===== config.mk =====
export PLATFORM = sky130hd
export DESIGN_NAME = codec_mode_regs
export DESIGN_NICKNAME = d
export VERILOG_FILES = /design/src/design/codec_mode_pkg.sv /design/src/design/gain_change_unit.sv /design/src/design/codec_mode_regs.sv
export SDC_FILE = /design/constraint.sdc
export NUM_CORES = 1
export LEC_CHECK = 0
export BUFFER_PORTS_ARGS = -buffer_cell sky130_fd_sc_hd__buf_2
export CAP_MARGIN = 30
export CORE_UTILIZATION = 35
export DETAILED_ROUTE_END_ITERATION = 10
export GPL_TIMING_DRIVEN = 0
export MAX_ROUTING_LAYER = met4
export PLACE_DENSITY = 0.62
export SLEW_MARGIN = 20
export SYNTH_ARGS = -nofsm -noshare
export SYNTH_HDL_FRONTEND = slang
export SYNTH_SLANG_ARGS = --single-unit

===== constraint.sdc =====
create_clock -name core_clk -period 7.1 [get_ports core_clk]
set_input_delay 0.355 -clock core_clk [delete_from_list [all_inputs] [get_ports core_clk]]
set_output_delay 0.355 -clock core_clk [all_outputs]
set_load 0.03 [all_outputs]

===== src/design/codec_mode_pkg.sv =====
package codec_mode_pkg;

   localparam int unsigned ADDR_W = 8;
   localparam int unsigned GAIN_W = 7;
   localparam int unsigned TMO_W  = 13;

   // Word index of each register; the byte address is four times the index.
   localparam logic [2:0] IDX_INPUT_SOURCE = 3'h0;
   localparam logic [2:0] IDX_POWER_MGMT   = 3'h1;
   localparam logic [2:0] IDX_FORMAT       = 3'h2;
   localparam logic [2:0] IDX_GAIN_TIMING  = 3'h3;
   localparam logic [2:0] IDX_GAIN_LEFT    = 3'h4;
   localparam logic [2:0] IDX_GAIN_RIGHT   = 3'h5;
   localparam logic [2:0] IDX_STATUS       = 3'h6;

   typedef struct packed {
      logic [3:0] reserved;
      logic       right_input_b_on;
      logic       right_input_a_on;
      logic       left_input_b_on;
      logic       left_input_a_on;
   } input_source_t;

   typedef struct packed {
      logic [3:0] reserved;
      logic       loopback_power_select;
      logic       dac_power;
      logic       adc_power;
      logic       front_end_power;
   } power_mgmt_t;

   typedef enum logic [1:0] {
      FMT_MSB_OUT_LSB_IN = 2'h0,
      FMT_LSB_64FS       = 2'h1,
      FMT_MSB_BOTH       = 2'h2,
      FMT_I2S_BOTH       = 2'h3
   } serial_format_t;

   typedef enum logic [1:0] {
      DEEMPH_44K1 = 2'h0,
      DEEMPH_OFF  = 2'h1,
      DEEMPH_48K  = 2'h2,
      DEEMPH_32K  = 2'h3
   } deemph_rate_t;

   typedef struct packed {
      logic [1:0]     mono_mix_sel;
      serial_format_t serial_format_sel;
      deemph_rate_t   deemph_rate_sel;
      logic           deemph_enable;
      logic           reserved;
   } format_t;

   typedef struct packed {
      logic       gain_link_mode;
      logic       input_range_sel;
      logic [1:0] host_recovery_timeout_sel;
      logic       host_recovery_zc_enable;
      logic [1:0] limiter_timing_sel;
      logic       limiter_zc_enable;
   } timing_t;

   typedef struct packed {
      logic front_end_on;
      logic adc_on;
      logic dac_on;
      logic loopback_on;
      logic out_amp_on;
      logic amp_from_loopback;
      logic device_on;
   } power_ctrl_t;

   typedef struct packed {
      logic left;
      logic right;
   } chan_pair_t;

   typedef struct packed {
      logic [6:0]        reserved3;
      logic              device_on;
      logic              reserved2;
      logic [GAIN_W-1:0] right_gain;
      logic              reserved1;
      logic [GAIN_W-1:0] left_gain;
      logic [5:0]        reserved0;
      logic              right_pending;
      logic              left_pending;
   } status_t;

   localparam input_source_t INPUT_SOURCE_RST = 8'h05;
   localparam power_mgmt_t   POWER_MGMT_RST   = 8'h07;
   localparam format_t       FORMAT_RST       = 8'h00;
   localparam timing_t       GAIN_TIMING_RST  = 8'hE4;
   localparam logic [GAIN_W-1:0] GAIN_RST     = 7'h00;

   // Timeouts and update periods, in sample periods.
   localparam logic [TMO_W-1:0] HR_TMO_0  = 13'h0201;
   localparam logic [TMO_W-1:0] HR_TMO_1  = 13'h0401;
   localparam logic [TMO_W-1:0] HR_TMO_2  = 13'h0801;
   localparam logic [TMO_W-1:0] HR_TMO_3  = 13'h1001;
   localparam logic [TMO_W-1:0] LIM_TMO_0 = 13'h0081;
   localparam logic [TMO_W-1:0] LIM_TMO_1 = 13'h0102;
   localparam logic [TMO_W-1:0] LIM_TMO_2 = 13'h0204;
   localparam logic [TMO_W-1:0] LIM_TMO_3 = 13'h0408;
   localparam logic [TMO_W-1:0] LIM_UPD_0 = 13'h0001;
   localparam logic [TMO_W-1:0] LIM_UPD_1 = 13'h0002;
   localparam logic [TMO_W-1:0] LIM_UPD_2 = 13'h0004;
   localparam logic [TMO_W-1:0] LIM_UPD_3 = 13'h0008;

endpackage


===== src/design/gain_change_unit.sv =====
`timescale 1ns/100ps
`default_nettype none

module gain_change_unit
   import codec_mode_pkg::*;
(
   input  wire logic              core_clk,
   input  wire logic              reset_n,
   input  wire logic              clear,
   input  wire logic              sample_tick,
   input  wire logic              sign_in,
   input  wire logic              req,
   input  wire logic [GAIN_W-1:0] req_value,
   input  wire logic              req_zc,
   input  wire logic [TMO_W-1:0]  req_limit,
   output logic      [GAIN_W-1:0] applied_gain,
   output logic                   pending
);

   typedef enum logic {ST_IDLE, ST_WAIT} unit_state_t;

   unit_state_t       state_q;
   logic [GAIN_W-1:0] target_q;
   logic [TMO_W-1:0]  limit_q;
   logic [TMO_W-1:0]  cnt_q;
   logic              last_sign_q;
   logic              sign_valid_q;
   logic              zc_seen;
   logic              timed_out;

   assign zc_seen   = sign_valid_q && (sign_in != last_sign_q);
   assign timed_out = (cnt_q + 13'h0001) >= limit_q;
   assign pending   = (state_q == ST_WAIT);

   always_ff @(posedge core_clk or negedge reset_n) begin
      if (!reset_n) begin
         last_sign_q  <= 1'b0;
         sign_valid_q <= 1'b0;
      end else if (clear) begin
         sign_valid_q <= 1'b0;
      end else if (sample_tick) begin
         last_sign_q  <= sign_in;
         sign_valid_q <= 1'b1;
      end
   end

   always_ff @(posedge core_clk or negedge reset_n) begin
      if (!reset_n) begin
         state_q      <= ST_IDLE;
         applied_gain <= GAIN_RST;
         target_q     <= GAIN_RST;
         limit_q      <= HR_TMO_2;
         cnt_q        <= 13'h0000;
      end else if (clear) begin
         state_q      <= ST_IDLE;
         applied_gain <= GAIN_RST;
         cnt_q        <= 13'h0000;
      end else if (req && !req_zc) begin
         applied_gain <= req_value;
         state_q      <= ST_IDLE;
      end else if (req) begin
         // A rewrite while waiting keeps the running count, so the new value may land sooner.
         target_q <= req_value;
         limit_q  <= req_limit;
         state_q  <= ST_WAIT;
         if (state_q == ST_IDLE) begin
            cnt_q <= 13'h0000;
         end
      end else begin
         case (state_q)
            ST_WAIT: begin
               if (sample_tick && (zc_seen || timed_out)) begin
                  applied_gain <= target_q;
                  state_q      <= ST_IDLE;
               end else if (sample_tick) begin
                  cnt_q <= cnt_q + 13'h0001;
               end
            end
            default: state_q <= ST_IDLE;
         endcase
      end
   end

endmodule // gain_change_unit

`default_nettype wire


===== src/design/codec_mode_regs.sv =====
`timescale 1ns/100ps
`default_nettype none

module codec_mode_regs
   import codec_mode_pkg::*;
(
   input  wire logic              core_clk,
   input  wire logic              reset_n,
   input  wire logic              power_down_n,
   input  wire logic              wb_cyc_i,
   input  wire logic              wb_stb_i,
   input  wire logic              wb_we_i,
   input  wire logic [ADDR_W-1:0] wb_adr_i,
   input  wire logic [3:0]        wb_sel_i,
   input  wire logic [31:0]       wb_dat_i,
   output logic      [31:0]       wb_dat_o,
   output logic                   wb_ack_o,
   input  wire logic              sample_tick,
   input  wire chan_pair_t        adc_sign,
   input  wire logic              limiter_step_req,
   input  wire logic [GAIN_W-1:0] limiter_step_gain,
   output logic                   limiter_step_ready,
   input  wire logic              recovery_step_req,
   input  wire logic [GAIN_W-1:0] recovery_step_gain,
   output input_source_t          input_source,
   output power_ctrl_t            power_ctrl,
   output serial_format_t         serial_format,
   output logic      [1:0]        mono_mix_sel,
   output logic                   deemph_active,
   output deemph_rate_t           deemph_rate,
   output logic                   input_range_sel,
   output logic      [GAIN_W-1:0] left_gain_applied,
   output logic      [GAIN_W-1:0] right_gain_applied,
   output chan_pair_t             gain_pending
);

   logic              pd_meta_q;
   logic              pd_sync_q;
   logic              active;

   input_source_t     input_source_q;
   power_mgmt_t       power_mgmt_q;
   format_t           format_q;
   timing_t           timing_q;
   logic [GAIN_W-1:0] left_gain_value_q;
   logic [GAIN_W-1:0] right_gain_value_q;

   logic              ack_q;
   logic [31:0]       rd_data_q;
   logic [31:0]       rd_data;
   logic              addr_ok;
   logic [2:0]        idx;
   logic              wr_fire;

   power_ctrl_t       power_ctrl_q;
   deemph_rate_t      deemph_rate_q;
   logic              deemph_active_q;

   logic [TMO_W-1:0]  hr_limit;
   logic [TMO_W-1:0]  lim_limit;
   logic [TMO_W-1:0]  lim_period;
   logic [TMO_W-1:0]  lim_gap_q;
   logic              lim_ready_q;
   logic              lim_fire;
   logic              rec_fire;

   logic [1:0]              host_wr;
   logic [1:0]              ch_req;
   logic [1:0]              ch_zc;
   logic [1:0]              ch_sign;
   logic [1:0]              ch_pending;
   logic [GAIN_W-1:0]       ch_value   [2];
   logic [TMO_W-1:0]        ch_limit   [2];
   logic [GAIN_W-1:0]       ch_applied [2];
   status_t                 status;

   // The pin is asynchronous to core_clk, so it is synchronised before use.
   always_ff @(posedge core_clk or negedge reset_n) begin
      if (!reset_n) begin
         pd_meta_q <= 1'b0;
         pd_sync_q <= 1'b0;
      end else begin
         pd_meta_q <= power_down_n;
         pd_sync_q <= pd_meta_q;
      end
   end

   assign active = pd_sync_q;

   assign idx     = wb_adr_i[4:2];
   assign addr_ok = (wb_adr_i[ADDR_W-1:5] == 3'h0) && (wb_adr_i[1:0] == 2'h0) && (idx <= IDX_STATUS);

   // Writes land on the edge where the master sees ack, never earlier.
   assign wr_fire = wb_cyc_i && wb_stb_i && wb_we_i && ack_q && wb_sel_i[0] && addr_ok && active;

   always_ff @(posedge core_clk or negedge reset_n) begin
      if (!reset_n) begin
         ack_q <= 1'b0;
      end else begin
         ack_q <= wb_cyc_i && wb_stb_i && !ack_q;
      end
   end

   always_comb begin
      rd_data = 32'h0000_0000;
      case (idx)
         IDX_INPUT_SOURCE: rd_data[7:0] = input_source_q;
         IDX_POWER_MGMT:   rd_data[7:0] = power_mgmt_q;
         IDX_FORMAT:       rd_data[7:0] = format_q;
         IDX_GAIN_TIMING:  rd_data[7:0] = timing_q;
         IDX_GAIN_LEFT:    rd_data[GAIN_W-1:0] = left_gain_value_q;
         IDX_GAIN_RIGHT:   rd_data[GAIN_W-1:0] = right_gain_value_q;
         IDX_STATUS:       rd_data = status;
         default:          rd_data = 32'h0000_0000;
      endcase
      if (!addr_ok) begin
         rd_data = 32'h0000_0000;
      end
   end

   always_ff @(posedge core_clk or negedge reset_n) begin
      if (!reset_n) begin
         rd_data_q <= 32'h0000_0000;
      end else if (wb_cyc_i && wb_stb_i && !ack_q) begin
         rd_data_q <= rd_data;
      end
   end

   assign wb_ack_o = ack_q;
   assign wb_dat_o = rd_data_q;

   always_ff @(posedge core_clk or negedge reset_n) begin
      if (!reset_n) begin
         input_source_q <= INPUT_SOURCE_RST;
      end else if (!active) begin
         input_source_q <= INPUT_SOURCE_RST;
      end else if (wr_fire && idx == IDX_INPUT_SOURCE) begin
         input_source_q          <= wb_dat_i[7:0];
         input_source_q.reserved <= 4'h0;
      end
   end

   always_ff @(posedge core_clk or negedge reset_n) begin
      if (!reset_n) begin
         power_mgmt_q <= POWER_MGMT_RST;
      end else if (!active) begin
         power_mgmt_q <= POWER_MGMT_RST;
      end else if (wr_fire && idx == IDX_POWER_MGMT) begin
         power_mgmt_q          <= wb_dat_i[7:0];
         power_mgmt_q.reserved <= 4'h0;
      end
   end

   always_ff @(posedge core_clk or negedge reset_n) begin
      if (!reset_n) begin
         format_q <= FORMAT_RST;
      end else if (!active) begin
         format_q <= FORMAT_RST;
      end else if (wr_fire && idx == IDX_FORMAT) begin
         format_q          <= wb_dat_i[7:0];
         format_q.reserved <= 1'b0;
      end
   end

   always_ff @(posedge core_clk or negedge reset_n) begin
      if (!reset_n) begin
         timing_q <= GAIN_TIMING_RST;
      end else if (!active) begin
         timing_q <= GAIN_TIMING_RST;
      end else if (wr_fire && idx == IDX_GAIN_TIMING) begin
         timing_q <= wb_dat_i[7:0];
      end
   end

   // In linked mode a left write also lands in the right register; a right write stays right.
   assign host_wr[0] = wr_fire && (idx == IDX_GAIN_LEFT);
   assign host_wr[1] = wr_fire && ((idx == IDX_GAIN_RIGHT) ||
                                   (idx == IDX_GAIN_LEFT && timing_q.gain_link_mode));

   always_ff @(posedge core_clk or negedge reset_n) begin
      if (!reset_n) begin
         left_gain_value_q <= GAIN_RST;
      end else if (!active) begin
         left_gain_value_q <= GAIN_RST;
      end else if (host_wr[0]) begin
         left_gain_value_q <= wb_dat_i[GAIN_W-1:0];
      end
   end

   always_ff @(posedge core_clk or negedge reset_n) begin
      if (!reset_n) begin
         right_gain_value_q <= GAIN_RST;
      end else if (!active) begin
         right_gain_value_q <= GAIN_RST;
      end else if (host_wr[1]) begin
         right_gain_value_q <= wb_dat_i[GAIN_W-1:0];
      end
   end

   // Derived power controls are registered so the analog side never sees a decode glitch.
   always_ff @(posedge core_clk or negedge reset_n) begin
      if (!reset_n) begin
         power_ctrl_q <= 7'h00;
      end else begin
         power_ctrl_q.device_on         <= active && (power_mgmt_q[3:0] != 4'h0);
         power_ctrl_q.front_end_on      <= active && power_mgmt_q.front_end_power;
         power_ctrl_q.adc_on            <= active && power_mgmt_q.adc_power;
         power_ctrl_q.dac_on            <= active && power_mgmt_q.dac_power;
         power_ctrl_q.loopback_on       <= active && power_mgmt_q.loopback_power_select;
         power_ctrl_q.amp_from_loopback <= power_mgmt_q.loopback_power_select;
         power_ctrl_q.out_amp_on        <= active && (power_mgmt_q.dac_power ||
                                                      power_mgmt_q.loopback_power_select);
      end
   end

   always_ff @(posedge core_clk or negedge reset_n) begin
      if (!reset_n) begin
         deemph_active_q <= 1'b0;
         deemph_rate_q   <= DEEMPH_OFF;
      end else begin
         // The rate field only matters with the enable bit set.
         deemph_active_q <= format_q.deemph_enable && (format_q.deemph_rate_sel != DEEMPH_OFF);
         deemph_rate_q   <= format_q.deemph_enable ? format_q.deemph_rate_sel : DEEMPH_OFF;
      end
   end

   always_comb begin
      case (timing_q.host_recovery_timeout_sel)
         2'h0:    hr_limit = HR_TMO_0;
         2'h1:    hr_limit = HR_TMO_1;
         2'h2:    hr_limit = HR_TMO_2;
         default: hr_limit = HR_TMO_3;
      endcase
   end

   always_comb begin
      case (timing_q.limiter_timing_sel)
         2'h0: begin
            lim_limit  = LIM_TMO_0;
            lim_period = LIM_UPD_0;
         end
         2'h1: begin
            lim_limit  = LIM_TMO_1;
            lim_period = LIM_UPD_1;
         end
         2'h2: begin
            lim_limit  = LIM_TMO_2;
            lim_period = LIM_UPD_2;
         end
         default: begin
            lim_limit  = LIM_TMO_3;
            lim_period = LIM_UPD_3;
         end
      endcase
   end

   assign lim_fire = limiter_step_req && lim_ready_q;
   assign rec_fire = recovery_step_req && active && !lim_fire;

   // Without zero-cross waiting the limiter is paced by the update period instead.
   always_ff @(posedge core_clk or negedge reset_n) begin
      if (!reset_n) begin
         lim_gap_q <= 13'h0000;
      end else if (!active) begin
         lim_gap_q <= 13'h0000;
      end else if (lim_fire) begin
         lim_gap_q <= timing_q.limiter_zc_enable ? 13'h0000 : lim_period;
      end else if (sample_tick && lim_gap_q != 13'h0000) begin
         lim_gap_q <= lim_gap_q - 13'h0001;
      end
   end

   always_ff @(posedge core_clk or negedge reset_n) begin
      if (!reset_n) begin
         lim_ready_q <= 1'b0;
      end else begin
         lim_ready_q <= power_ctrl_q.front_end_on && !lim_fire && (lim_gap_q == 13'h0000) &&
                        !(timing_q.limiter_zc_enable && (ch_pending != 2'h0));
      end
   end

   assign ch_sign[0] = adc_sign.left;
   assign ch_sign[1] = adc_sign.right;

   // Limiter wins over recovery, recovery over a host write.
   generate
      for (genvar ch = 0; ch < 2; ch++) begin : g_chan
         always_comb begin
            ch_req[ch]   = lim_fire || rec_fire || host_wr[ch];
            ch_value[ch] = wb_dat_i[GAIN_W-1:0];
            ch_zc[ch]    = timing_q.host_recovery_zc_enable;
            ch_limit[ch] = hr_limit;
            if (lim_fire) begin
               ch_value[ch] = limiter_step_gain;
               ch_zc[ch]    = timing_q.limiter_zc_enable;
               ch_limit[ch] = lim_limit;
            end else if (rec_fire) begin
               ch_value[ch] = recovery_step_gain;
            end
         end

         gain_change_unit u_unit (
            .core_clk     (core_clk),
            .reset_n      (reset_n),
            .clear        (!active),
            .sample_tick  (sample_tick),
            .sign_in      (ch_sign[ch]),
            .req          (ch_req[ch]),
            .req_value    (ch_value[ch]),
            .req_zc       (ch_zc[ch]),
            .req_limit    (ch_limit[ch]),
            .applied_gain (ch_applied[ch]),
            .pending      (ch_pending[ch])
         );
      end
   endgenerate

   always_comb begin
      status               = 32'h0000_0000;
      status.left_pending  = ch_pending[0];
      status.right_pending = ch_pending[1];
      status.left_gain     = ch_applied[0];
      status.right_gain    = ch_applied[1];
      status.device_on     = power_ctrl_q.device_on;
   end

   assign limiter_step_ready  = lim_ready_q;
   assign input_source        = input_source_q;
   assign power_ctrl          = power_ctrl_q;
   // Every format keeps two's complement, MSB first; only justification and clock ratio differ.
   assign serial_format       = format_q.serial_format_sel;
   assign mono_mix_sel        = format_q.mono_mix_sel;
   assign deemph_active       = deemph_active_q;
   assign deemph_rate         = deemph_rate_q;
   assign input_range_sel     = timing_q.input_range_sel;
   assign left_gain_applied   = ch_applied[0];
   assign right_gain_applied  = ch_applied[1];
   assign gain_pending.left   = ch_pending[0];
   assign gain_pending.right  = ch_pending[1];

endmodule // codec_mode_regs

`default_nettype wire


# Yosys cells after proc, flatten, opt, wreduce, memory -nomap -nowiden
# Cells that the tools add are included.
[op_classes] add_sub_neg=3 magnitude_cmp=3 shift=0 mux=64 n_div=0 mul=0 bitwise=2 eq_ne=37 n_reduce_logical=64
[ops] op="2-to-1 mux 13 bit" count=18
[ops] op="2-to-1 mux 7 bit" count=16
[ops] op="2-to-1 mux 8 bit" count=8
[ops] op="one-hot mux 7 bit (7 select lines)" count=1
[ops] op="one-hot mux 13 bit (3 select lines)" count=1
[ops] op="logical AND 1 bit" count=37
[ops] op="one-hot mux 11 bit (3 select lines)" count=1
[ops] op="2-to-1 mux 32 bit" count=1
[ops] op="adder 13 x 1 -> 13 bit (second input constant)" count=2
[ops] op="greater-or-equal comparator 13 bit" count=2
[ops] op="inequality test 3 x 1 -> 1 bit (second input constant)" count=7
[ops] op="2-to-1 mux 17 bit" count=1
[ops] op="inequality test 2 x 1 -> 1 bit (second input constant)" count=7
[ops] op="logical NOT 13 bit" count=1
[ops] op="2-to-1 mux 1 bit" count=13
[ops] op="nonzero test 13 bit" count=1
[ops] op="subtractor 13 x 1 -> 13 bit (second input constant)" count=1
[ops] op="inequality test 3 x 2 -> 1 bit (second input constant)" count=4
[ops] op="inequality test 3 bit (second input constant)" count=4
[ops] op="one-hot mux 4 bit (3 select lines)" count=1
[ops] op="AND reduction 3 bit" count=4
[ops] op="AND reduction 5 bit" count=2
[ops] op="== test 3 bit (second input constant)" count=3
[ops] op="logical OR 1 bit" count=7
[ops] op="other kinds (17)" count=30
[word_totals] elab_cells=224 output_inout_bits=73 latch_bits=0 memories=0 ff_bits=190 ramBits=0 rom_bits=0

# Depth between registers and ports, before layout
# Gate-level depths: netlist of the first run.
[depth] ltp_word=11 depth_mapped=15

# Cells and area by module
# Synthesis of the first run repeated with hierarchy kept, for this count alone.
[unflattened] cells_unflattened=857 area_unflattened_um2=9007.4
[by_module_without_submodules] mod="codec_mode_regs" cells_each=421 seq_area_each_um2=2189.6 area_per_inst_um2=4260.3 instances=1
[by_module_without_submodules] mod="gain_change_unit at g_chan[1].u_unit" cells_each=221 seq_area_each_um2=1078.5 area_per_inst_um2=2376.0 instances=1
[by_module_without_submodules] mod="gain_change_unit at g_chan[0].u_unit" cells_each=215 seq_area_each_um2=1078.5 area_per_inst_um2=2371.0 instances=1

# Worst setup path after synthesis of the first run
# No wires, ideal clock.
[synth_timing] path_kind="reg2reg" from="register g_chan[0].u_unit.cnt_q[0]" to="register g_chan[0].u_unit.cnt_q[10]" required_ns=7.033 n_path_buf=2 setup_time_ns=0.067 path_slack_ns=3.880 arrival_ns=3.153 path_stages_with_launch=15 path_cell_list="dfrtp_1 ha_1 nand3_1 nor2_1 nand3_1 xnor2_1 ha_1 a21o_1 a21o_1 a221oi_1 and4_1 clkbuf_1 and2_0 clkbuf_1 a22o_1"
[synth_via] elab_chain_len=7
[synth_rtl] element="start: declaration" line="gain_change_unit.sv:25" text="logic [TMO_W-1:0] cnt_q;"
[synth_rtl] element="start signal: assignment" line="gain_change_unit.sv:76" text="cnt_q <= cnt_q + 13'h0001;"
[synth_rtl] element="adder 13 x 1 -> 13 bit *" line="gain_change_unit.sv:32, gain_change_unit.sv:76"
[synth_rtl] element="parallel branches: the longest is 6 deep, another holds greater-or-equal comparator 13 bit"
# Mark *: on every way between the ends. The select of a mux whose other input is x is not followed.
# A chain may end at the register's enable or synchronous reset.

# Final worst setup path of the first run
[layout_timing] from="register g_chan[0].u_unit.cnt_q[0]" to="register g_chan[0].u_unit.cnt_q[4]"
# The elaborated chain is that of the path after synthesis.

==> qor.yml, run 1 <==
status: "finished clean"
dp.final_hpwl_um: 16400
crit_path_max_fanout: 7
final_util: 0.427
cell_area_power_density_nw_per_um2: 229
vias_per_cell: 5.19
floorplan.die_area_um2: 24800
violation_count_after_the_first_detailed_routing_iteration: 408
r2r-start: "g_chan[0].u_unit.cnt_q[0]"
crit_type: "flop to flop"
grt_setup_unrepaired: "false"
wl_per_cell_um: 17.1
drive_gt1_frac: 0.208
std_cell_rows: 56
layout_commonest_cell: "sky130_fd_sc_hd__dfrtp_1"
clockBufferDepth: 2
gp_congestion: 0.854
ys_dominant_reg_cell: "sky130_fd_sc_hd__dfrtp_1"
drtAntennaViolNets: 0
worst_margin_pin_slew_ns: 0.885
die_height_um: 158
cts_tree: "yes"
ys.warnings.count: 0
synth-edff-count: 0
required_ns: 7.47
ys_ff_latch: 164
core-area_um2: 23600
drtPass1Iterations: 5
holdWs_ns: 0.0198
grt_max_degree: 96
max-cap-violations: 0
final.setup_skew_ns: 0.0122
placement.setup.worst_slack_ns: 3.09
timing.max_slew.rel_slack: 0.410
cts.reportedPaths.clkPinSlew_ns: 0.07
setup.worst_path.start_class: "flop"
post_cts.resized_instances: 0
global_route_wire_length_before_repair_um: 36600
clkLatencyLatePin_ns: 0.44
ys_types: 71
fin_nets: 1083
wirelength_um: 22600
postLayoutSetupSlackWorst_ns: 3.02
synthesis.instances: 856
grt-ovfl-total: 0
initial_core_util: 0.359
leakage_nw: 4.84
ios: 142
cts.sinks: 164
finalHoldViolCount: 0
syn-cell-area_um2: 8470
setup-tns-final_ns: 0
clock-root-buffer: "sky130_fd_sc_hd__clkbuf_16"
tritoncts.num_buffers: 17
first_global_vias: 6645
cp-end-kind: "flop"
insertedDiodeCount: 0
post-route-min-period_ns: 4.08
globalRouteTotalUtil: 0.198
ys_seq_area_frac: 0.486
worst_ir_drop_vdd_mv: 0.172
min-delay-path-class: "input port to flop"
cts.htree.levels: 4
postSynth.asyncResetShare: 1.00
io_buffer_count: 100
clock.fmax_ghz: 0.245
fin_crit_sh: 0.575
via_count: 6870
grt_antenna_before_repair: 0
worstPathArrival_ns: 4.45
slew_viol_final: 0
worstSetupStartpoint: "g_chan[0].u_unit.cnt_q[0]"
drc_errors: 0
hold_path_startpoint: "power_down_n"
average_instance_area_after_synthesis_um2: 9.90
setup_viol: 0
die_w_um: 158
final_cell_mix: "sky130_fd_sc_hd__dfrtp_1 (150), sky130_fd_sc_hd__nand2_1 (128), sky130_fd_sc_hd__buf_2 (99), sky130_fd_sc_hd__nor2_1 (54), sky130_fd_sc_hd__inv_1 (49)"
syn2layout_area_growth_pct: 19.0
[stage by stage]
stage / power (W) / instance area (µm²) / cells
finish: 0.00231 / 10100 / 1323
global route: 0.00240 / 10100 / 1323
CTS: 0.00231 / 10100 / 1322
detailed placement: 0.00139 / 9470 / 1289
global placement: 0.00139 / 9420 / 1287
floorplan: 0.00128 / 8520 / 868
[repair_timing]
action | CTS | global route
setup buffers | 0 | 0
hold buffers | 1 | 0
endpoints found under the hold margin | 64 | 0
[final timing paths]
check                      cells past startpoint                   endpoint  slack (ns)
setup / recovery                              14  g_chan[0].u_unit.cnt_q[4]        3.02
hold / removal                                 1                  pd_meta_q        0.02
setup reg to reg                              14  g_chan[0].u_unit.cnt_q[4]        3.02
hold reg to reg                                0                     active        0.35
max in group asynchronous                      3                timing_q[7]        5.74
min in group asynchronous                      2               lim_gap_q[7]        0.49
[routing by layer]
layer	up-vias	share of wire	global-route usage
met3	32	0.051	0.0339
li1	3293	-	-
met4	0	0.016	0.0550
met5	-	0	-
met2	235	0.47	0.309
met1	3310	0.46	0.265
[registers in the layout (all words and copies together) (netlist names), 3 cells and up]
signal and cells:
wb_dat_o 23, g_chan.u_unit.cnt_q 26, timing_q 7, power_ctrl 7, lim_gap_q 13, left_gain_value_q 7, g_chan.u_unit.applied_gain 14, right_gain_value_q 7
g_chan.u_unit.limit_q 18, g_chan.u_unit.target_q 14, format_q 3, input_source 4, power_mgmt_q 4
[cells in the mapped netlist (all sizes together), types with 4 or more instances]
cell type | number | area (µm²)
nor2b | 4 | 25.0
o31ai | 6 | 55.1
and3 | 11 | 68.8
xnor2 | 17 | 149
a21oi | 35 | 179
dfstp | 14 | 368
nor4 | 5 | 46.3
nand2 | 128 | 480
a22o | 38 | 333
nand2b | 8 | 50.1
and2 | 9 | 56.3
clkbuf | 34 | 128
ha | 23 | 288
buf | 19 | 143
xor2 | 10 | 87.6
nand4 | 7 | 43.8
mux2 | 22 | 248
a31oi | 11 | 81.3
o221ai | 13 | 114
o22a | 4 | 35.0
o21ai | 30 | 150
dfrtp | 150 | 3750
o22ai | 5 | 31.3
nor3 | 12 | 70.1
mux2i | 41 | 410
nor2 | 54 | 203
or3 | 4 | 25.0
or4 | 4 | 30.0
inv | 49 | 184
nand3 | 34 | 175
a21o | 4 | 30.0
[cells by family (layout without fill, tap and decap cells)]
family | after synthesis | in the layout | share of synthesized area
buffers and inverters | 103 | 239 | 0.0541
AOI/OAI and AO/OA | 179 | 179 | 0.152
adders and majority gates | 23 | 23 | 0.0340
xor gates and xnor gates | 27 | 27 | 0.0279
DFF | 164 | 164 | 0.486
other | 1 | 13 | 0.000443
muxes | 64 | 64 | 0.0803
and+or+nand+nor | 295 | 295 | 0.165
[worst max-delay path, stage by stage (launching register included)]
cell and delay, ns:
sky130_fd_sc_hd__dfrtp_1 0.46, sky130_fd_sc_hd__ha_1 0.33, sky130_fd_sc_hd__nand3_1 0.19, sky130_fd_sc_hd__nor2_1 0.33, sky130_fd_sc_hd__nand3_1 0.14, sky130_fd_sc_hd__xnor2_1 0.22
sky130_fd_sc_hd__ha_1 0.28, sky130_fd_sc_hd__a21o_1 0.16, sky130_fd_sc_hd__a21o_1 0.17, sky130_fd_sc_hd__a221oi_1 0.52, sky130_fd_sc_hd__and4_1 0.27, sky130_fd_sc_hd__clkbuf_1 0.27
sky130_fd_sc_hd__and2_0 0.17, sky130_fd_sc_hd__clkbuf_1 0.30, sky130_fd_sc_hd__a22o_1 0.21
[layout make-up]
type                       instances  area [µm²]
tap                              319         399
clock buffer                      17         425
inverter                          50         188
multi-input combinational        601        3950
sequential                       164        4120
fill                            2318       13500
clock inverter                    15         164
timing repair buffer             104         561
buffer                            53         270
[report_power, final]
group | switching, W | total, W | internal (W)
Sequential | 0.0000447 | 0.00102 | 0.000977
Combinational | 0.000226 | 0.000362 | 0.000136
Clock | 0.000450 | 0.000922 | 0.000472
Note: power is estimated with default switching activity, not from simulation.
==> inputs of run 2 (changes only) <==
--- a/config.mk
+++ b/config.mk
@@ -5,6 +5,7 @@
 export SDC_FILE = /design/constraint.sdc
 export NUM_CORES = 1
 export LEC_CHECK = 0
+export ABC_AREA = 1
 export BUFFER_PORTS_ARGS = -buffer_cell sky130_fd_sc_hd__buf_2
 export CAP_MARGIN = 30
 export CORE_UTILIZATION = 35
==> constraint.sdc (replaced) <==
create_clock -name core_clk -period 4 [get_ports core_clk]
set_input_delay 0.2 -clock core_clk [delete_from_list [all_inputs] [get_ports core_clk]]
set_output_delay 0.2 -clock core_clk [all_outputs]
set_load 0.03 [all_outputs]
==> run 2 against run 1 <==
Sequential power grew 110%. Hold slack improved by 0.0072 ns. Largest cell class unchanged. Via count increased by 9.3%. Non-clock buffer count grew 2. Register-to-register slack worse by 2.4 ns. Cell count is 17% higher. Total power increased by 120%. Maximum frequency grew 22%. Synthesized cell count is 26% higher.
==> qor.yml, run 2 <==
layout_commonest_cell: "sky130_fd_sc_hd__nand2_1"
globalRouteTotalUtil: 0.203  # +0.00487
synthMostInstantiatedCell: "sky130_fd_sc_hd__nand2_1"
worst_ir_drop_vdd_mv: 0.228  # +33%
switchingPower_w: 0.00183  # +150%
final_cells: 1544  # +17%
clkPwrFrac: 0.314  # -0.086
clockBufferDepth: 2  # unchanged
final.setup_skew_ns: 0.0151  # +0.00291 ns
flip_flop_count_of_the_largest_register_after_layout: 26  # unchanged
ys_seq_area_frac: 0.480  # -0.00617
yosys.area.top_type_share: 0.437  # -0.00562
ys_ff_latch: 164  # unchanged
wl_per_cell_um: 15.1  # -12%
grt_setup_unrepaired: "false"
internal_power_w: 0.00322  # +100%
ys_dominant_reg_cell: "sky130_fd_sc_hd__dfrtp_1"
post-route-min-period_ns: 3.34  # -0.738 ns
wirelength_um: 23300  # +3.0%
cp-end-kind: "flop"
cts.reportedPaths.clkPinSlew_ns: 0.08  # about the same
violation_count_after_the_first_detailed_routing_iteration: 554  # +36%
std_cell_rows: 56  # unchanged
post_cts.resized_instances: 0  # unchanged
average_instance_area_after_synthesis_um2: 7.96  # -20%
vias_per_cell: 4.86  # -6.4%
grt_max_degree: 84  # -13%
place_inst: 1510  # +17%
syn-cell-area_um2: 8580  # +1.3%
syn2layout_area_growth_pct: 18.3
cell_area_power_density_nw_per_um2: 498  # +120%
cts.htree.levels: 4  # unchanged
worst_margin_pin_slew_ns: 1.07  # +0.181 ns
grt_antenna_before_repair: 0  # unchanged
postSynth.asyncResetShare: 1.00  # unchanged
clkLatencyLatePin_ns: 0.43  # about the same
gp_congestion: 0.840  # -1.7%
status: "finished clean"
ys_types: 51  # -28%
dp.final_hpwl_um: 17600  # +7.2%
crit_path_max_fanout: 10  # +3
ios: 142  # unchanged
cts_tree: "yes"
worstPathArrival_ns: 3.66  # -0.79 ns
leakage_nw: 5.36  # +11%
required_ns: 4.31  # -3.16 ns
timing.max_slew.rel_slack: 0.271  # -0.139
slew_viol_final: 0  # unchanged
via_count: 7508  # +9.3%
core-area_um2: 23800  # +0.59%
ys.warnings.count: 0  # unchanged
registers.top_by_ff_count: "g_chan.u_unit.cnt_q"
setup.worst_path.start_class: "flop"
postLayoutSetupSlackWorst_ns: 0.656  # -2.36 ns
initial_core_util: 0.361  # +0.00247
floorplan.die_area_um2: 25100  # +1.3%
die_w_um: 159  # +0.63%
switching_share_of_power: 0.363  # +0.0508
fin_nets: 1304  # +20%
tritoncts.num_buffers: 17  # unchanged
pwr-share-seq: 0.418  # -0.025
synth.top_cells.by_area: "sky130_fd_sc_hd__dfrtp_1 (44%), sky130_fd_sc_hd__nand2_1 (12%), sky130_fd_sc_hd__o21ai_0 (6.0%)"
global_route_wire_length_before_repair_um: 37700  # +2.9%
fin_crit_sh: 0.836  # +0.261
drtPass1Iterations: 5  # unchanged
min-delay-path-class: "input port to flop"
synth-edff-count: 0  # unchanged
first_global_vias: 7016  # +5.6%
combPwrFrac: 0.269  # +0.112
insertedDiodeCount: 0  # unchanged
max-cap-violations: 0  # unchanged
die_height_um: 159  # +0.63%
synthesis.instances: 1078  # +26%
drc_errors: 0  # unchanged
cts.sinks: 164  # unchanged
synthTopCellsByCount: "sky130_fd_sc_hd__nand2_1 (282), sky130_fd_sc_hd__dfrtp_1 (150), sky130_fd_sc_hd__inv_1 (121)"
clock.fmax_ghz: 0.299  # +22%
grt-ovfl-total: 0  # unchanged
placement.setup.worst_slack_ns: 0.726  # -2.36 ns
final_util: 0.427  # +0.000537
drtAntennaViolNets: 0  # unchanged
setup_viol: 0  # unchanged
synth_area_leader_cell: "sky130_fd_sc_hd__dfrtp_1"
drive_gt1_frac: 0.179  # -0.0294
final_cell_mix: "sky130_fd_sc_hd__nand2_1 (282), sky130_fd_sc_hd__dfrtp_1 (150), sky130_fd_sc_hd__inv_1 (121), sky130_fd_sc_hd__buf_2 (111), sky130_fd_sc_hd__o21ai_0 (103)"
crit_type: "flop to flop"
clock-root-buffer: "sky130_fd_sc_hd__clkbuf_16"
finalHoldViolCount: 0  # unchanged
setup-tns-final_ns: 0  # unchanged
io_buffer_count: 100  # unchanged
-- run 2: logic make-up after synthesis --
| logic type | Yosys count | synth area share |
|---|---|---|
| compound gates | 198 | 0.128 |
| xor+xnor | 16 | 0.0163 |
| fa+ha+maj | 23 | 0.0335 |
| buf+inv | 185 | 0.0978 |
| flops | 164 | 0.480 |
| mux | 2 | 0.00262 |
| other cells | 1 | 0.000437 |
| simple gates | 489 | 0.241 |
-- run 2: layout make-up --
type,count,area (µm²)
Sequential cell,164,4120
Buffer,56,353
Clock inverter,15,138
Inverter,129,487
Timing Repair Buffer,103,558
Fill cell,2422,13600
Clock buffer,17,425
Multi-Input combinational cell,741,3670
Tap cell,319,399
-- run 2: timing repair --
action / 4_1_cts / 5_1_grt
endpoints found under the hold margin: 73 / 0
hold buffers: 2 / 0
buffers inserted: 0 / 0
-- run 2: power groups by stage --
stage | logic, W | registers, W | clock network, W
after global routing | 0.00154 | 0.00215 | 0.00168
after CTS | 0.00136 | 0.00211 | 0.00161
final | 0.00136 | 0.00211 | 0.00158
after detailed placement | 0.00135 | 0.00214 | 0
after floorplan | 0.000875 | 0.00219 | 0
after global placement | 0.00132 | 0.00213 | 0
-- run 2: path summary, 6_finish.rpt --
path,from,endpoint,slack (ns),depth (start not counted)
max in group asynchronous,reset_n,g_chan[1].u_unit.limit_q[0],2.78,3
max reg2reg,g_chan[1].u_unit.cnt_q[0],g_chan[1].u_unit.cnt_q[10],0.66,21
max,g_chan[1].u_unit.cnt_q[0],g_chan[1].u_unit.cnt_q[10],0.66,21
min,wb_dat_i[7],timing_q[7],0.03,3
min in group asynchronous,reset_n,serial_format[0],0.36,2
min reg2reg,pd_meta_q,active,0.35,0
-- run 2: layer usage --
| layer | vias to the layer above | wire (µm) | GRT usage |
|---|---|---|---|
| met4 | 0 | 258 | 0.0481 |
| met2 | 181 | 10700 | 0.308 |
| met1 | 3576 | 11100 | 0.279 |
| met5 | - | 0 | - |
| met3 | 17 | 1220 | 0.0389 |
| li1 | 3734 | - | - |
-- run 2: worst max-delay path: stages, from the launching register on --
cell	delay, ns
sky130_fd_sc_hd__dfrtp_1	0.43
sky130_fd_sc_hd__ha_1	0.22
sky130_fd_sc_hd__nand2_1	0.09
sky130_fd_sc_hd__inv_2	0.09
sky130_fd_sc_hd__nand3_1	0.13
sky130_fd_sc_hd__inv_1	0.10
sky130_fd_sc_hd__nand3_1	0.12
sky130_fd_sc_hd__nor2_1	0.14
sky130_fd_sc_hd__xor2_1	0.20
sky130_fd_sc_hd__inv_1	0.08
sky130_fd_sc_hd__ha_1	0.31
sky130_fd_sc_hd__a21oi_1	0.15
sky130_fd_sc_hd__o21ai_0	0.14
sky130_fd_sc_hd__a31oi_1	0.31
sky130_fd_sc_hd__nand2_1	0.09
sky130_fd_sc_hd__nand2_1	0.06
sky130_fd_sc_hd__nand3_1	0.08
sky130_fd_sc_hd__nand2_2	0.14
sky130_fd_sc_hd__nand2_4	0.08
sky130_fd_sc_hd__buf_6	0.15
sky130_fd_sc_hd__nand2_1	0.06
sky130_fd_sc_hd__nand2_1	0.05
-- run 2: per-stage QoR --
| stage | hold WS (ns) | power [W] | area [µm²] |
|---|---|---|---|
| global placement | 0.309 | 0.00345 | 9530 |
| finish | 0.0270 | 0.00505 | 10200 |
| detailed placement | 0.254 | 0.00349 | 9570 |
| global route | 0.0281 | 0.00536 | 10200 |
| floorplan | -0.0956 | 0.00307 | 8630 |
| CTS | 0.0104 | 0.00509 | 10200 |
==> inputs of run 3 (changes only) <==
==> constraint.sdc (replaced) <==
create_clock -name core_clk -period 3.1 [get_ports core_clk]
set_input_delay 0.155 -clock core_clk [delete_from_list [all_inputs] [get_ports core_clk]]
set_output_delay 0.155 -clock core_clk [all_outputs]
set_load 0.03 [all_outputs]
==> run 3 against run 2 <==
Critical path depth fell by 3. Sequential share of layout area fell by 1.2 points. Maximum frequency rose by 13%. Largest power group unchanged.
==> qor.yml, run 3 (same netlist as run 2, synthesis figures left out) <==
gr-usage-met2: 0.309  # +0.00125
power.total_w: 0.00659  # +30%
drtAntennaViolNets: 0  # unchanged
crit_type: "flop to flop"
grt_antenna_before_repair: 0  # unchanged
core-area_um2: 23800  # unchanged
required_ns: 3.46  # -0.85 ns
slowest_delay_ns: 0.38  # -0.05 ns
cts.htree.levels: 4  # unchanged
globalRouteTotalUtil: 0.203  # +0.000256
die_w_um: 159  # unchanged
worst_margin_pin_slew_ns: 1.06  # -0.00858 ns
cell_area_power_density_nw_per_um2: 630  # +27%
grt-ovfl-total: 0  # unchanged
slew_viol_final: 0  # unchanged
setup.worst_path.start_class: "flop"
final_cell_mix: "sky130_fd_sc_hd__nand2_1 (279), sky130_fd_sc_hd__dfrtp_1 (149), sky130_fd_sc_hd__inv_1 (119), sky130_fd_sc_hd__buf_2 (110), sky130_fd_sc_hd__o21ai_0 (101)"
timing.max_slew.rel_slack: 0.277  # +0.00587
max-cap-violations: 0  # unchanged
worstPathArrival_ns: 3.32  # -0.34 ns
setup-tns-final_ns: 0  # unchanged
global_route.usage.met3: 0.0389  # unchanged
drtPass1Iterations: 5  # unchanged
wl_per_cell_um: 15.2  # +0.61%
tritoncts.num_buffers: 17  # unchanged
leakage_nw: 5.46  # +2.0%
clock.fmax_ghz: 0.338  # +13%
grtUsageMet1: 0.279  # -0.000299
global_route_wire_length_before_repair_um: 37800  # +0.20%
violation_count_after_the_first_detailed_routing_iteration: 512  # -7.6%
clkLatencyLatePin_ns: 0.44  # about the same
std_cell_rows: 56  # unchanged
floorplan.die_area_um2: 25100  # unchanged
grt_max_degree: 84  # unchanged
post-route-min-period_ns: 2.96  # -0.385 ns
flip_flop_count_of_the_largest_register_after_layout: 26  # unchanged
status: "finished clean"
fin_nets: 1323  # +1.5%
gp_congestion: 0.840  # unchanged
syn2layout_area_growth_pct: 21.9
worst_ir_drop_vdd_mv: 0.301  # +32%
initial_core_util: 0.361  # unchanged
layout_commonest_cell: "sky130_fd_sc_hd__nand2_1"
top_usage_layer: "met2"
crit_path_max_fanout: 8  # -2
crit_chain: "ha_2 > nand2_2 > inv_2 > nand3_4 > inv_4 > nand3_4 > nor2_4 > xor2_1 > inv_1 > ha_1 > nand2_1 > o21ai_2 > a31oi_2 > a21oi_1 > nand3_2 > nand2_2 > nand2_1 > nand2_1"
insertedDiodeCount: 0  # unchanged
io_buffer_count: 100  # unchanged
final.setup_skew_ns: 0.0170  # +0.00197 ns
critical_path.slowest_cell: "sky130_fd_sc_hd__dfrtp_1"
min-delay-path-class: "input port to flop"
drive_gt1_frac: 0.210  # +0.0310
drc_errors: 0  # unchanged
ios: 142  # unchanged
via_count: 7571  # +0.84%
cp-end-kind: "flop"
cts.reportedPaths.clkPinSlew_ns: 0.08  # about the same
clock-root-buffer: "sky130_fd_sc_hd__clkbuf_16"
vias_per_cell: 4.84  # -0.39%
cts.sinks: 164  # unchanged
first_global_vias: 7037  # +0.30%
final_util: 0.440  # +0.0129
fin_crit_sh: 0.954  # +0.118
cp_common_cell: "sky130_fd_sc_hd__nand2_1"
die_height_um: 159  # unchanged
reg2reg_setup_slack_ns: 0.14  # -0.51 ns
fillers: 2388  # -1.4%
clockBufferDepth: 2  # unchanged
setup_viol: 0  # unchanged
wirelength_um: 23700  # +1.8%
dp.final_hpwl_um: 17600  # unchanged
finalHoldViolCount: 0  # unchanged
cts_tree: "yes"
registers.top_by_ff_count: "g_chan.u_unit.cnt_q"
-- run 3: area by class of cell --
type                       instances  area [µm²]  area share
sequential                       164        4120       0.394
buffer                            55         348      0.0333
clock buffer                      17         425      0.0407
multi-input combinational        741        3820       0.365
tap                              319         399      0.0382
timing repair buffer             123         718      0.0687
inverter                         129         489      0.0468
clock inverter                    15         138      0.0132
-- run 3: path summary, 6_finish.rpt --
check,startpoint,to,depth (start not counted)
max reg2reg,g_chan[1].u_unit.cnt_q[1],g_chan[1].u_unit.applied_gain[6],18
max,g_chan[1].u_unit.cnt_q[1],g_chan[1].u_unit.applied_gain[6],18
max in group asynchronous,reset_n,g_chan[1].u_unit.limit_q[0],3
min reg2reg,pd_meta_q,active,0
min,wb_dat_i[1],power_mgmt_q[1],3
min in group asynchronous,reset_n,serial_format[0],2
-- run 3: layer usage --
metal | part of all wire | up-vias
met5 | 0 | -
met4 | 0.013 | 0
met3 | 0.051 | 18
li1 | - | 3769
met1 | 0.47 | 3625
met2 | 0.46 | 159
-- run 3: critical path: cells and delay by family (launching register included) --
kind	cells	cell delay, ns
AOI/OAI and AO/OA	3	0.50
xor gates and xnor gates	1	0.19
adders and majority gates	2	0.53
and+or+nand+nor	9	1.04
DFF	1	0.38
buffers and inverters	3	0.24
-- run 3: metrics by stage --
stage,instances,hold WS (ns),setup slack [ns],area [µm²]
floorplan,1090,-0.141,0.409,8630
finish,1563,0.0403,0.141,10500
CTS,1551,0.0386,0.0159,10200
global placement,1509,0.264,-0.797,9530
global route,1563,0.0600,-0.0501,10500
detailed placement,1510,0.209,-0.174,9570
-- run 3: repair_timing --
| action | 4_1_cts | 5_1_grt |
|---|---|---|
| setup endpoints to repair | 30 | 40 |
| pin swaps | 1 | 14 |
| hold buffers | 6 | 0 |
| resized for setup | 5 | 36 |
| hold endpoints to repair | 78 | 0 |
| gates cloned | 0 | 1 |
| buffers inserted | 3 | 12 |
-- run 3: power breakdown --
part	internal, W	switching, W	leakage, nW
registers	0.00248	0.000241	2.14
logic	0.000644	0.00117	3.04
clock network	0.00107	0.000983	0.275
